[src/hw/clk_sel_pkg.sv]
// Constants, register layout and carrier types of the sample clock select and export block
// Summary of operation
// - Eight function pins, each with its own direction bit.
// - Internal clock is the reference divided by twice a 16-bit N, N being 1 to 65535.
// - External clock taken from do_clock_pin, di_clock_pin or coax_clock_input.
// - External clocks get an 80-step phase shift, 4.5 degrees a step; internal none.
// - With phase shift off, any external clock rate is passed through unchanged.
// - Clock exported on a function pin is the selected path clock, shifted only when shift is on.
// - coax_clock_output carries the input or output path internal clock, by configuration.
// - coax_clock_input may drive either the input or the output path.
// - Each function pin takes a programmable mode, including clock in or out.
// - coax_clock_output level follows the function pin level setting.
package clk_sel_pkg;

    localparam int        NUM_PINS        = 8;
    localparam int        DO_PIN          = 6;
    localparam int        DI_PIN          = 7;
    localparam int        ADDR_W          = 5;

    localparam logic [4:0] OFS_PIN_DIR     = 5'h00;
    localparam logic [4:0] OFS_PIN_MODE    = 5'h04;
    localparam logic [4:0] OFS_DI_CFG      = 5'h08;
    localparam logic [4:0] OFS_DO_CFG      = 5'h0c;
    localparam logic [4:0] OFS_EXPORT      = 5'h10;
    localparam logic [4:0] OFS_STATUS      = 5'h14;

    localparam int        CFG_W           = 26;
    localparam int        STEPS           = 80;
    localparam logic [6:0] STEP_MAX        = 7'h4f;
    localparam int        DELAY_DEPTH     = 64;
    localparam int        PERIOD_W        = 16;
    localparam logic [15:0] DIV_MIN        = 16'h0001;

    localparam logic [7:0]  PIN_DIR_RESET  = 8'h00;
    localparam logic [23:0] PIN_MODE_RESET = 24'h000000;

    localparam logic [1:0] HTRANS_NONSEQ   = 2'h2;

    typedef enum logic [1:0] {
        SRC_INTERNAL = 2'h0,
        SRC_PIN      = 2'h1,
        SRC_COAX     = 2'h2
    } clk_src_t;

    typedef enum logic [2:0] {
        MODE_SERIAL     = 3'h0,
        MODE_HANDSHAKE  = 3'h1,
        MODE_TRIG_IN    = 3'h2,
        MODE_TRIG_OUT   = 3'h3,
        MODE_DI_CLK_IN  = 3'h4,
        MODE_DI_CLK_OUT = 3'h5,
        MODE_DO_CLK_IN  = 3'h6,
        MODE_DO_CLK_OUT = 3'h7
    } pin_mode_t;

    typedef enum logic [1:0] {
        LEVEL_1V8 = 2'h0,
        LEVEL_2V5 = 2'h1,
        LEVEL_3V3 = 2'h2
    } level_t;

    // Per-path clock configuration, bit layout of the path config registers
    typedef struct packed {
        logic [6:0]  shift_step;
        logic        shift_en;
        logic [1:0]  src;
        logic [15:0] divisor;
    } path_cfg_t;

    localparam path_cfg_t PATH_CFG_RESET = '{shift_step: 7'h00, shift_en: 1'b0,
                                             src: 2'h0, divisor: 16'h0001};

    typedef struct packed {
        logic [1:0] level;
        logic       coax_from_do;
    } export_cfg_t;

    localparam export_cfg_t EXPORT_RESET = '{level: 2'h2, coax_from_do: 1'b0};

endpackage

[src/hw/phase_shifter.sv]
// Measures an external clock period and delays it by a programmable fraction of it
`timescale 1ns/100ps
module phase_shifter (
    input  wire logic        hclk,
    input  wire logic        hresetn,
    input  wire logic        clk_in,
    input  wire logic        shift_en,
    input  wire logic [6:0]  shift_step,
    output logic             clk_out,
    output logic [15:0]      period
);
    logic [15:0]                          count_reg;
    logic [15:0]                          period_reg;
    logic                                 prev_reg;
    logic [clk_sel_pkg::DELAY_DEPTH-2:0]  line_reg;
    logic [clk_sel_pkg::DELAY_DEPTH-1:0]  delayed;
    logic                                 out_reg;
    logic [6:0]                           step_clamped;
    logic [22:0]                          product;
    logic [22:0]                          tap_full;
    logic [5:0]                           tap;
    logic                                 rise;

    assign rise         = clk_in & ~prev_reg;
    assign step_clamped = (shift_step > clk_sel_pkg::STEP_MAX) ? clk_sel_pkg::STEP_MAX
                                                              : shift_step;
    // Delay is period * step / 80, one step being 4.5 degrees
    assign product      = 23'(period_reg) * 23'(step_clamped);
    assign tap_full     = product / 23'(clk_sel_pkg::STEPS);
    // Delay line is finite, so very slow clocks get a clamped shift
    assign tap          = (tap_full > 23'(clk_sel_pkg::DELAY_DEPTH - 1)) ? 6'h3f
                                                                         : tap_full[5:0];

    always_ff @(posedge hclk or negedge hresetn) begin
        if (!hresetn) begin
            count_reg  <= 16'h0000;
            period_reg <= 16'h0000;
            prev_reg   <= 1'b0;
            line_reg   <= '0;
            out_reg    <= 1'b0;
        end else begin
            prev_reg   <= clk_in;
            line_reg   <= {line_reg[clk_sel_pkg::DELAY_DEPTH-3:0], clk_in};
            if (rise) begin
                period_reg <= count_reg + 16'h0001;
                count_reg  <= 16'h0000;
            end else if (count_reg != 16'hffff) begin
                count_reg  <= count_reg + 16'h0001;
            end
            out_reg    <= shift_en ? delayed[tap] : clk_in;
        end
    end

    // Tap zero is the input itself, so step zero adds no delay
    assign delayed = {line_reg, clk_in};
    assign clk_out = out_reg;
    assign period  = period_reg;
endmodule

[src/hw/sample_clock_select_export.sv]
// Sample clock generation, source select, phase shift and export with AHB-Lite registers
//
// Local design decisions: the AHB-Lite interface to the registers and the placing of the registers.
`timescale 1ns/100ps
module sample_clock_select_export (
    input  wire logic        hclk,
    input  wire logic        hresetn,
    input  wire logic        hsel,
    input  wire logic [31:0] haddr,
    input  wire logic [1:0]  htrans,
    input  wire logic        hwrite,
    input  wire logic [2:0]  hsize,
    input  wire logic [31:0] hwdata,
    input  wire logic        hready,
    output logic [31:0]      hrdata,
    output logic             hreadyout,
    output logic             hresp,
    input  wire logic [7:0]  function_pins_in,
    output logic [7:0]       function_pins_out,
    output logic [7:0]       function_pins_oe,
    input  wire logic        coax_clock_input,
    output logic             coax_clock_output,
    output logic [1:0]       coax_level,
    output logic             di_sample_clk,
    output logic             do_sample_clk
);
    // Register file
    logic [7:0]               pin_dir_reg;
    logic [23:0]              pin_mode_reg;
    clk_sel_pkg::path_cfg_t   di_cfg_reg;
    clk_sel_pkg::path_cfg_t   do_cfg_reg;
    clk_sel_pkg::export_cfg_t export_reg;

    // Bus state
    logic                     wr_pend_reg;
    logic [4:0]               wr_addr_reg;
    logic [31:0]              rdata_reg;
    logic                     ready_reg;

    // Pin synchronisers
    logic [7:0]               pins_meta_reg;
    logic [7:0]               pins_sync_reg;
    logic                     coax_meta_reg;
    logic                     coax_sync_reg;

    // Internal dividers
    logic [15:0]              di_cnt_reg;
    logic [15:0]              do_cnt_reg;
    logic                     di_int_reg;
    logic                     do_int_reg;

    // Output stage
    logic                     di_clk_reg;
    logic                     do_clk_reg;
    logic                     coax_out_reg;
    logic [1:0]               coax_level_reg;
    logic [7:0]               pins_out_reg;
    logic [7:0]               pins_oe_reg;

    logic                     addr_phase;
    logic [4:0]               addr_ofs;
    logic                     addr_in_map;
    logic [31:0]              rdata_next;
    logic [15:0]              wr_divisor;
    clk_sel_pkg::path_cfg_t   wr_cfg;
    logic                     wr_pin_dir;
    logic                     wr_pin_mode;
    logic                     wr_di_cfg;
    logic                     wr_do_cfg;
    logic                     wr_export;
    logic [15:0]              di_div;
    logic [15:0]              do_div;
    logic                     di_ext_raw;
    logic                     do_ext_raw;
    logic                     di_selected;
    logic                     do_selected;
    logic                     di_shift_en;
    logic                     do_shift_en;
    logic                     di_is_ext;
    logic                     do_is_ext;
    logic                     di_shifted;
    logic                     do_shifted;
    logic [15:0]              di_period;
    logic [15:0]              do_period;
    logic [7:0]               pins_out_next;

    // Bus decode
    assign addr_phase  = hsel & hready & (htrans == clk_sel_pkg::HTRANS_NONSEQ);
    assign addr_ofs    = haddr[4:0];
    assign addr_in_map = (haddr[31:5] == 27'h0000000);

    always_comb begin
        rdata_next = 32'h00000000;
        if (addr_in_map) begin
            case (addr_ofs)
                clk_sel_pkg::OFS_PIN_DIR:  rdata_next = {24'h000000, pin_dir_reg};
                clk_sel_pkg::OFS_PIN_MODE: rdata_next = {8'h00, pin_mode_reg};
                clk_sel_pkg::OFS_DI_CFG:   rdata_next = {6'h00, di_cfg_reg};
                clk_sel_pkg::OFS_DO_CFG:   rdata_next = {6'h00, do_cfg_reg};
                clk_sel_pkg::OFS_EXPORT:   rdata_next = {29'h00000000, export_reg};
                clk_sel_pkg::OFS_STATUS:   rdata_next = {do_period, di_period};
                default:                   rdata_next = 32'h00000000;
            endcase
        end
    end

    assign wr_pin_dir  = wr_pend_reg & (wr_addr_reg == clk_sel_pkg::OFS_PIN_DIR);
    assign wr_pin_mode = wr_pend_reg & (wr_addr_reg == clk_sel_pkg::OFS_PIN_MODE);
    assign wr_di_cfg   = wr_pend_reg & (wr_addr_reg == clk_sel_pkg::OFS_DI_CFG);
    assign wr_do_cfg   = wr_pend_reg & (wr_addr_reg == clk_sel_pkg::OFS_DO_CFG);
    assign wr_export   = wr_pend_reg & (wr_addr_reg == clk_sel_pkg::OFS_EXPORT);

    // A zero divisor would stall the clock, so it is stored as one
    assign wr_divisor  = (hwdata[15:0] == 16'h0000) ? clk_sel_pkg::DIV_MIN : hwdata[15:0];
    assign wr_cfg      = clk_sel_pkg::path_cfg_t'({hwdata[25:16], wr_divisor});

    // Zero wait states: reads are registered at the address phase edge
    always_ff @(posedge hclk or negedge hresetn) begin
        if (!hresetn) begin
            wr_pend_reg <= 1'b0;
            wr_addr_reg <= 5'h00;
            rdata_reg   <= 32'h00000000;
            ready_reg   <= 1'b0;
        end else begin
            ready_reg   <= 1'b1;
            wr_pend_reg <= addr_phase & hwrite & addr_in_map;
            wr_addr_reg <= addr_ofs;
            if (addr_phase && !hwrite) begin
                rdata_reg <= rdata_next;
            end
        end
    end

    // Writes act in the data phase, while hwdata stands
    always_ff @(posedge hclk or negedge hresetn) begin
        if (!hresetn) begin
            pin_dir_reg  <= clk_sel_pkg::PIN_DIR_RESET;
            pin_mode_reg <= clk_sel_pkg::PIN_MODE_RESET;
        end else begin
            if (wr_pin_dir) begin
                pin_dir_reg <= hwdata[7:0];
            end
            if (wr_pin_mode) begin
                pin_mode_reg <= hwdata[23:0];
            end
        end
    end

    always_ff @(posedge hclk or negedge hresetn) begin
        if (!hresetn) begin
            di_cfg_reg   <= clk_sel_pkg::PATH_CFG_RESET;
            do_cfg_reg   <= clk_sel_pkg::PATH_CFG_RESET;
            export_reg   <= clk_sel_pkg::EXPORT_RESET;
        end else begin
            if (wr_di_cfg) begin
                di_cfg_reg <= wr_cfg;
            end
            if (wr_do_cfg) begin
                do_cfg_reg <= wr_cfg;
            end
            if (wr_export) begin
                export_reg <= clk_sel_pkg::export_cfg_t'(hwdata[2:0]);
            end
        end
    end

    // Two flops on every pin before any logic sees it
    always_ff @(posedge hclk or negedge hresetn) begin
        if (!hresetn) begin
            pins_meta_reg <= 8'h00;
            pins_sync_reg <= 8'h00;
            coax_meta_reg <= 1'b0;
            coax_sync_reg <= 1'b0;
        end else begin
            pins_meta_reg <= function_pins_in;
            pins_sync_reg <= pins_meta_reg;
            coax_meta_reg <= coax_clock_input;
            coax_sync_reg <= coax_meta_reg;
        end
    end

    // Internal dividers toggle every N clocks; belt and braces against zero
    assign di_div = (di_cfg_reg.divisor == 16'h0000) ? clk_sel_pkg::DIV_MIN
                                                     : di_cfg_reg.divisor;
    assign do_div = (do_cfg_reg.divisor == 16'h0000) ? clk_sel_pkg::DIV_MIN
                                                     : do_cfg_reg.divisor;

    always_ff @(posedge hclk or negedge hresetn) begin
        if (!hresetn) begin
            di_cnt_reg <= 16'h0000;
            di_int_reg <= 1'b0;
        end else begin
            if (di_cnt_reg >= di_div - 16'h0001) begin
                di_cnt_reg <= 16'h0000;
                di_int_reg <= ~di_int_reg;
            end else begin
                di_cnt_reg <= di_cnt_reg + 16'h0001;
            end
        end
    end

    always_ff @(posedge hclk or negedge hresetn) begin
        if (!hresetn) begin
            do_cnt_reg <= 16'h0000;
            do_int_reg <= 1'b0;
        end else begin
            if (do_cnt_reg >= do_div - 16'h0001) begin
                do_cnt_reg <= 16'h0000;
                do_int_reg <= ~do_int_reg;
            end else begin
                do_cnt_reg <= do_cnt_reg + 16'h0001;
            end
        end
    end

    // One source per path; an unused code falls back to the divider
    always_comb begin
        case (clk_sel_pkg::clk_src_t'(di_cfg_reg.src))
            clk_sel_pkg::SRC_PIN:  di_ext_raw = pins_sync_reg[clk_sel_pkg::DI_PIN];
            clk_sel_pkg::SRC_COAX: di_ext_raw = coax_sync_reg;
            default:               di_ext_raw = 1'b0;
        endcase
        case (clk_sel_pkg::clk_src_t'(do_cfg_reg.src))
            clk_sel_pkg::SRC_PIN:  do_ext_raw = pins_sync_reg[clk_sel_pkg::DO_PIN];
            clk_sel_pkg::SRC_COAX: do_ext_raw = coax_sync_reg;
            default:               do_ext_raw = 1'b0;
        endcase
    end

    assign di_is_ext   = (di_cfg_reg.src == clk_sel_pkg::SRC_PIN)
                       | (di_cfg_reg.src == clk_sel_pkg::SRC_COAX);
    assign do_is_ext   = (do_cfg_reg.src == clk_sel_pkg::SRC_PIN)
                       | (do_cfg_reg.src == clk_sel_pkg::SRC_COAX);

    // Phase shift is only offered on external sources
    assign di_shift_en = di_cfg_reg.shift_en & di_is_ext;
    assign do_shift_en = do_cfg_reg.shift_en & do_is_ext;

    phase_shifter u_di_shift (
        .hclk       (hclk),
        .hresetn    (hresetn),
        .clk_in     (di_ext_raw),
        .shift_en   (di_shift_en),
        .shift_step (di_cfg_reg.shift_step),
        .clk_out    (di_shifted),
        .period     (di_period)
    );

    phase_shifter u_do_shift (
        .hclk       (hclk),
        .hresetn    (hresetn),
        .clk_in     (do_ext_raw),
        .shift_en   (do_shift_en),
        .shift_step (do_cfg_reg.shift_step),
        .clk_out    (do_shifted),
        .period     (do_period)
    );

    // Shift relies on a free-running external clock, else the period reads stale
    assign di_selected = di_is_ext ? di_shifted : di_int_reg;
    assign do_selected = do_is_ext ? do_shifted : do_int_reg;

    // Pins in a clock-out mode export the path clock; other modes belong elsewhere
    always_comb begin
        pins_out_next = 8'h00;
        for (int i = 0; i < clk_sel_pkg::NUM_PINS; i++) begin
            case (clk_sel_pkg::pin_mode_t'(pin_mode_reg[3*i +: 3]))
                clk_sel_pkg::MODE_DI_CLK_OUT: pins_out_next[i] = di_selected;
                clk_sel_pkg::MODE_DO_CLK_OUT: pins_out_next[i] = do_selected;
                default:                      pins_out_next[i] = 1'b0;
            endcase
        end
    end

    // Coax export takes only an internal divider clock
    always_ff @(posedge hclk or negedge hresetn) begin
        if (!hresetn) begin
            di_clk_reg     <= 1'b0;
            do_clk_reg     <= 1'b0;
            coax_out_reg   <= 1'b0;
            coax_level_reg <= clk_sel_pkg::EXPORT_RESET.level;
        end else begin
            di_clk_reg     <= di_selected;
            do_clk_reg     <= do_selected;
            coax_out_reg   <= export_reg.coax_from_do ? do_int_reg : di_int_reg;
            coax_level_reg <= export_reg.level;
        end
    end

    // Enables follow direction alone, so a mode never turns a driver on
    always_ff @(posedge hclk or negedge hresetn) begin
        if (!hresetn) begin
            pins_out_reg   <= 8'h00;
            pins_oe_reg    <= 8'h00;
        end else begin
            pins_out_reg   <= pins_out_next;
            pins_oe_reg    <= pin_dir_reg;
        end
    end

    assign hrdata            = rdata_reg;
    assign hreadyout         = ready_reg;
    assign hresp             = 1'b0;
    assign function_pins_out = pins_out_reg;
    assign function_pins_oe  = pins_oe_reg;
    assign coax_clock_output = coax_out_reg;
    assign coax_level        = coax_level_reg;
    assign di_sample_clk     = di_clk_reg;
    assign do_sample_clk     = do_clk_reg;
endmodule

[config.mk]
export PLATFORM = sky130hd
export DESIGN_NAME = sample_clock_select_export
export DESIGN_NICKNAME = d
export VERILOG_FILES = /design/src/hw/clk_sel_pkg.sv /design/src/hw/phase_shifter.sv /design/src/hw/sample_clock_select_export.sv
export SDC_FILE = /design/constraint.sdc
export NUM_CORES = 1
export LEC_CHECK = 0
export BUFFER_PORTS_ARGS = -buffer_cell sky130_fd_sc_hd__buf_2
export CAP_MARGIN = 20
export CORE_MARGIN = 3
export CORE_UTILIZATION = 30
export CTS_BUF_LIST = sky130_fd_sc_hd__clkbuf_4 sky130_fd_sc_hd__clkbuf_8
export DETAILED_ROUTE_END_ITERATION = 10
export MAX_ROUTING_LAYER = met4
export PLACE_DENSITY_LB_ADDON = 0.12
export SETUP_SLACK_MARGIN = 0.05
export SLEW_MARGIN = 40
export SYNTH_ARGS = -nofsm -noshare
export SYNTH_HDL_FRONTEND = slang
export SYNTH_SLANG_ARGS = --single-unit
export TNS_END_PERCENT = 30
[constraint.sdc]
create_clock -name hclk -period 10.07 [get_ports hclk]
set_input_delay 2.014 -clock hclk [delete_from_list [all_inputs] [get_ports hclk]]
set_output_delay 2.014 -clock hclk [all_outputs]
set_load 0.01 [all_outputs]
==> summary.txt <==
Clock tree
  • CTS Buf Count: 70
  • Clock sinks: 379
  • CTS Buffer Depth: 3
  • Root Driver: clkbuf_8
  • Worst skew pair latency: 0.68 ns
  • H-tree depth: 3
  • CTS tree: done
  • Clk pin slew, worst setup/hold paths: 0.06 ns
  • Post-CTS Hold Fix Bufs: 0

Global routing
  • First-pass GRT wire length: 148000 um
  • GR Util All Layers: 0.182
  • Vias in the first global route: 27100
  • Largest net degree at the start of global routing: 151
  • Initial antenna violation count: 13
  • Remaining Overflow, GRT: 0

Setup path
  • Top cell by count, worst path: buf_4
  • RR Endpoint: u_do_shift.clk_out
  • Worst r2r src: do_cfg_reg[24]
  • Setup crit start: do_cfg_reg[24]
  • WP data required: 10.60 ns
  • Worst reg2reg setup slack: -1.51 ns
  • Worst setup endpoint: u_do_shift.clk_out
  • CP peak stage delay: 0.53 ns
  • Crit-path slowest cell: fa_1
  • CP Depth: 52
  • Buf+Inv Stages, Crit Path: 15
  • CP delay by family, top: compound AO/OA/AOI/OAI gates
  • CP endpoint kind: flop
  • Crit Path Max Fanout: 10
  • CP Class: flop to flop
  • Reg2Reg Depth: 52
  • Startpoint Class: flop
  • Crit path arrival time: 12.12 ns

Route
  • Vias per std cell: 5.09
  • WL final: 90700 um
  • DRC: 0
  • Iteration-0 DRC Markers: 1430
  • First-pass DRT Iterations: 5
  • Average routed wire per standard cell: 17.7 um
  • Antenna-violating nets left: 0
  • Via count: 26100

Place
  • DPL Wire Length: 70500 um
  • Area after DPL: 36300 um2
  • RePlAce Congestion: 0.844
  • Placed insts: 4986
  • Port bufs: 121

Yosys
  • Synthesis Warnings: 0
  • Syn avg cell area: 9.52 um2
  • Netlist cell types: 128
  • Sequential fraction of the synthesis area: 0.320
  • Synth top area share: 0.317
  • Largest cells by area after synthesis: dfrtp_1, fa_1, ha_1, mux2_2, and2_1
  • Gate Count Post-Synth: 3113
  • Most frequent cell after synthesis: dfrtp_1
  • Ys flop type: dfrtp_1
  • Area leader, netlist: dfrtp_1
  • Number of synthesized flops with an enable pin: 0
  • Async SR Flop Fraction: 1.00
  • Synth cell count leaders: dfrtp_1, nand2_1, nor2_1, and2_1, inv_1
  • Seq cells post-synth: 379
  • Syn Nets: 3458
  • Synth Cell Area: 29600 um2

STA
  • Max Fclk: 86.3 MHz
  • RSZ-0062 raised after global routing: yes
  • Final Slew Violations: 0
  • Max_slew headroom: 0.451
  • Worst-Margin Slew: 0.821 ns
  • Clock Skew: 0.0575 ns
  • Final worst setup slack: -1.51 ns
  • Final min period: 11.58 ns
  • Final setup fails: 2
  • Worst hold slack: 0.330 ns
  • Tcrit/Tclk final: 1.15
  • Final Hold Viols: 0

Final layout
  • Final Net Count: 4145
  • Share of layout cells above drive strength 1: 0.314
  • Area grow syn2layout: 30.2%
  • Finished layout cell area: 38600 um2
  • Final std cells w/o fill: 5135
  • Post-layout util: 0.397

Status
  • Failing checks: negative setup slack
  • Status: finished, violations left

Floorplanning
  • Chip Width: 320 um
  • Die Height: 320 um
  • IO Pins: 138
  • CORE AREA: 97300 um2
  • Starting Density: 0.305
  • Row cnt: 114
  • Die ar.: 103000 um2

Run
  • Max_cap viols: 0

Pwr
  • VDD IR max: 0.652 mV
  • Leak: 17.9 nW
  • Pwr dens: 361 nW/um2

Min path
  • Worst Hold Class: flop to flop
-- layout make-up --
cell class	instances	area, um2
clock buffers	112	1370
diodes	6	15.0
repair buffers	757	5620
multi-input cells	2428	19700
flip-flops and latches	379	9490
clock inverters	13	180
fillers	9787	58700
well taps	1276	1600
inverters	164	616
-- layer usage --
metal	track usage	wire, um	up-vias
li1	-	-	12600
met1	0.259	45300	12900
met2	0.274	40000	506
met3	0.0311	4160	84
met4	0.0313	1200	0
met5	-	0	-
-- power by group --
part | total [mW] | leakage [nW] | switching, mW | internal, mW
logic | 10.5 | 12.2 | 5.46 | 5.08
clock network | 1.61 | 0.817 | 0.687 | 0.926
registers | 1.77 | 4.93 | 0.132 | 1.64
-- cells by family (layout without fill, tap and decap cells) --
group                      after synthesis  in the layout  synth area share
and+or+nand+nor                       1111           1112             0.197
AOI/OAI and AO/OA                      713            714             0.180
DFF                                    379            379             0.320
buffers and inverters                  308           1046            0.0439
adders and majority gates              270            270             0.148
muxes                                  189            189            0.0689
xor gates and xnor gates               141            141            0.0417
other                                    2              8          0.000253
-- layout by cell type (no fill, tap or decap), types with 60 or more instances in the layout --
cell type | Yosys | layout
and2_1 | 181 | 180
inv_1 | 161 | 161
ha_1 | 124 | 120
mux2_2 | 102 | 102
xnor2_1 | 81 | 76
o21ai_0 | 152 | 146
buf_2 | 29 | 120
xor2_1 | 60 | 60
nand2_1 | 300 | 300
dfrtp_1 | 375 | 375
buf_4 | 17 | 619
nand3_1 | 96 | 93
nor2_1 | 203 | 198
a21oi_1 | 92 | 85
mux2i_1 | 80 | 74
fa_1 | 138 | 138
clkbuf_8 | 0 | 84
-- per-stage QoR --
stage	setup TNS (ns)	power [mW]	setup slack, ns
CTS	-2.82	14.0	-1.43
floorplan	-1.24	8.22	-0.621
detailed placement	-3.29	11.8	-1.72
global placement	-3.17	11.7	-1.64
global route	-4.05	15.1	-2.06
finish	-2.88	13.9	-1.51
-- worst min-delay path by stage --
stage | start | end | depth (start not counted)
finish | u_di_shift.line_reg[49] | u_di_shift.line_reg[50] | 0
global route | u_di_shift.line_reg[13] | u_di_shift.line_reg[14] | 0
CTS | u_di_shift.line_reg[49] | u_di_shift.line_reg[50] | 0
detailed placement | pins_meta_reg[7] | pins_sync_reg[7] | 0
global placement | pins_meta_reg[7] | pins_sync_reg[7] | 0
floorplan | coax_meta_reg | coax_sync_reg | 0
-- repair_timing --
action                                  CTS  global route
gates resized for setup                  54            45
setup buffers                            12             2
pin swaps                                20            10
gates cloned                              2             0
endpoints found under the setup margin    2             2
No activity file was read; power rests on OpenSTA's default activity.
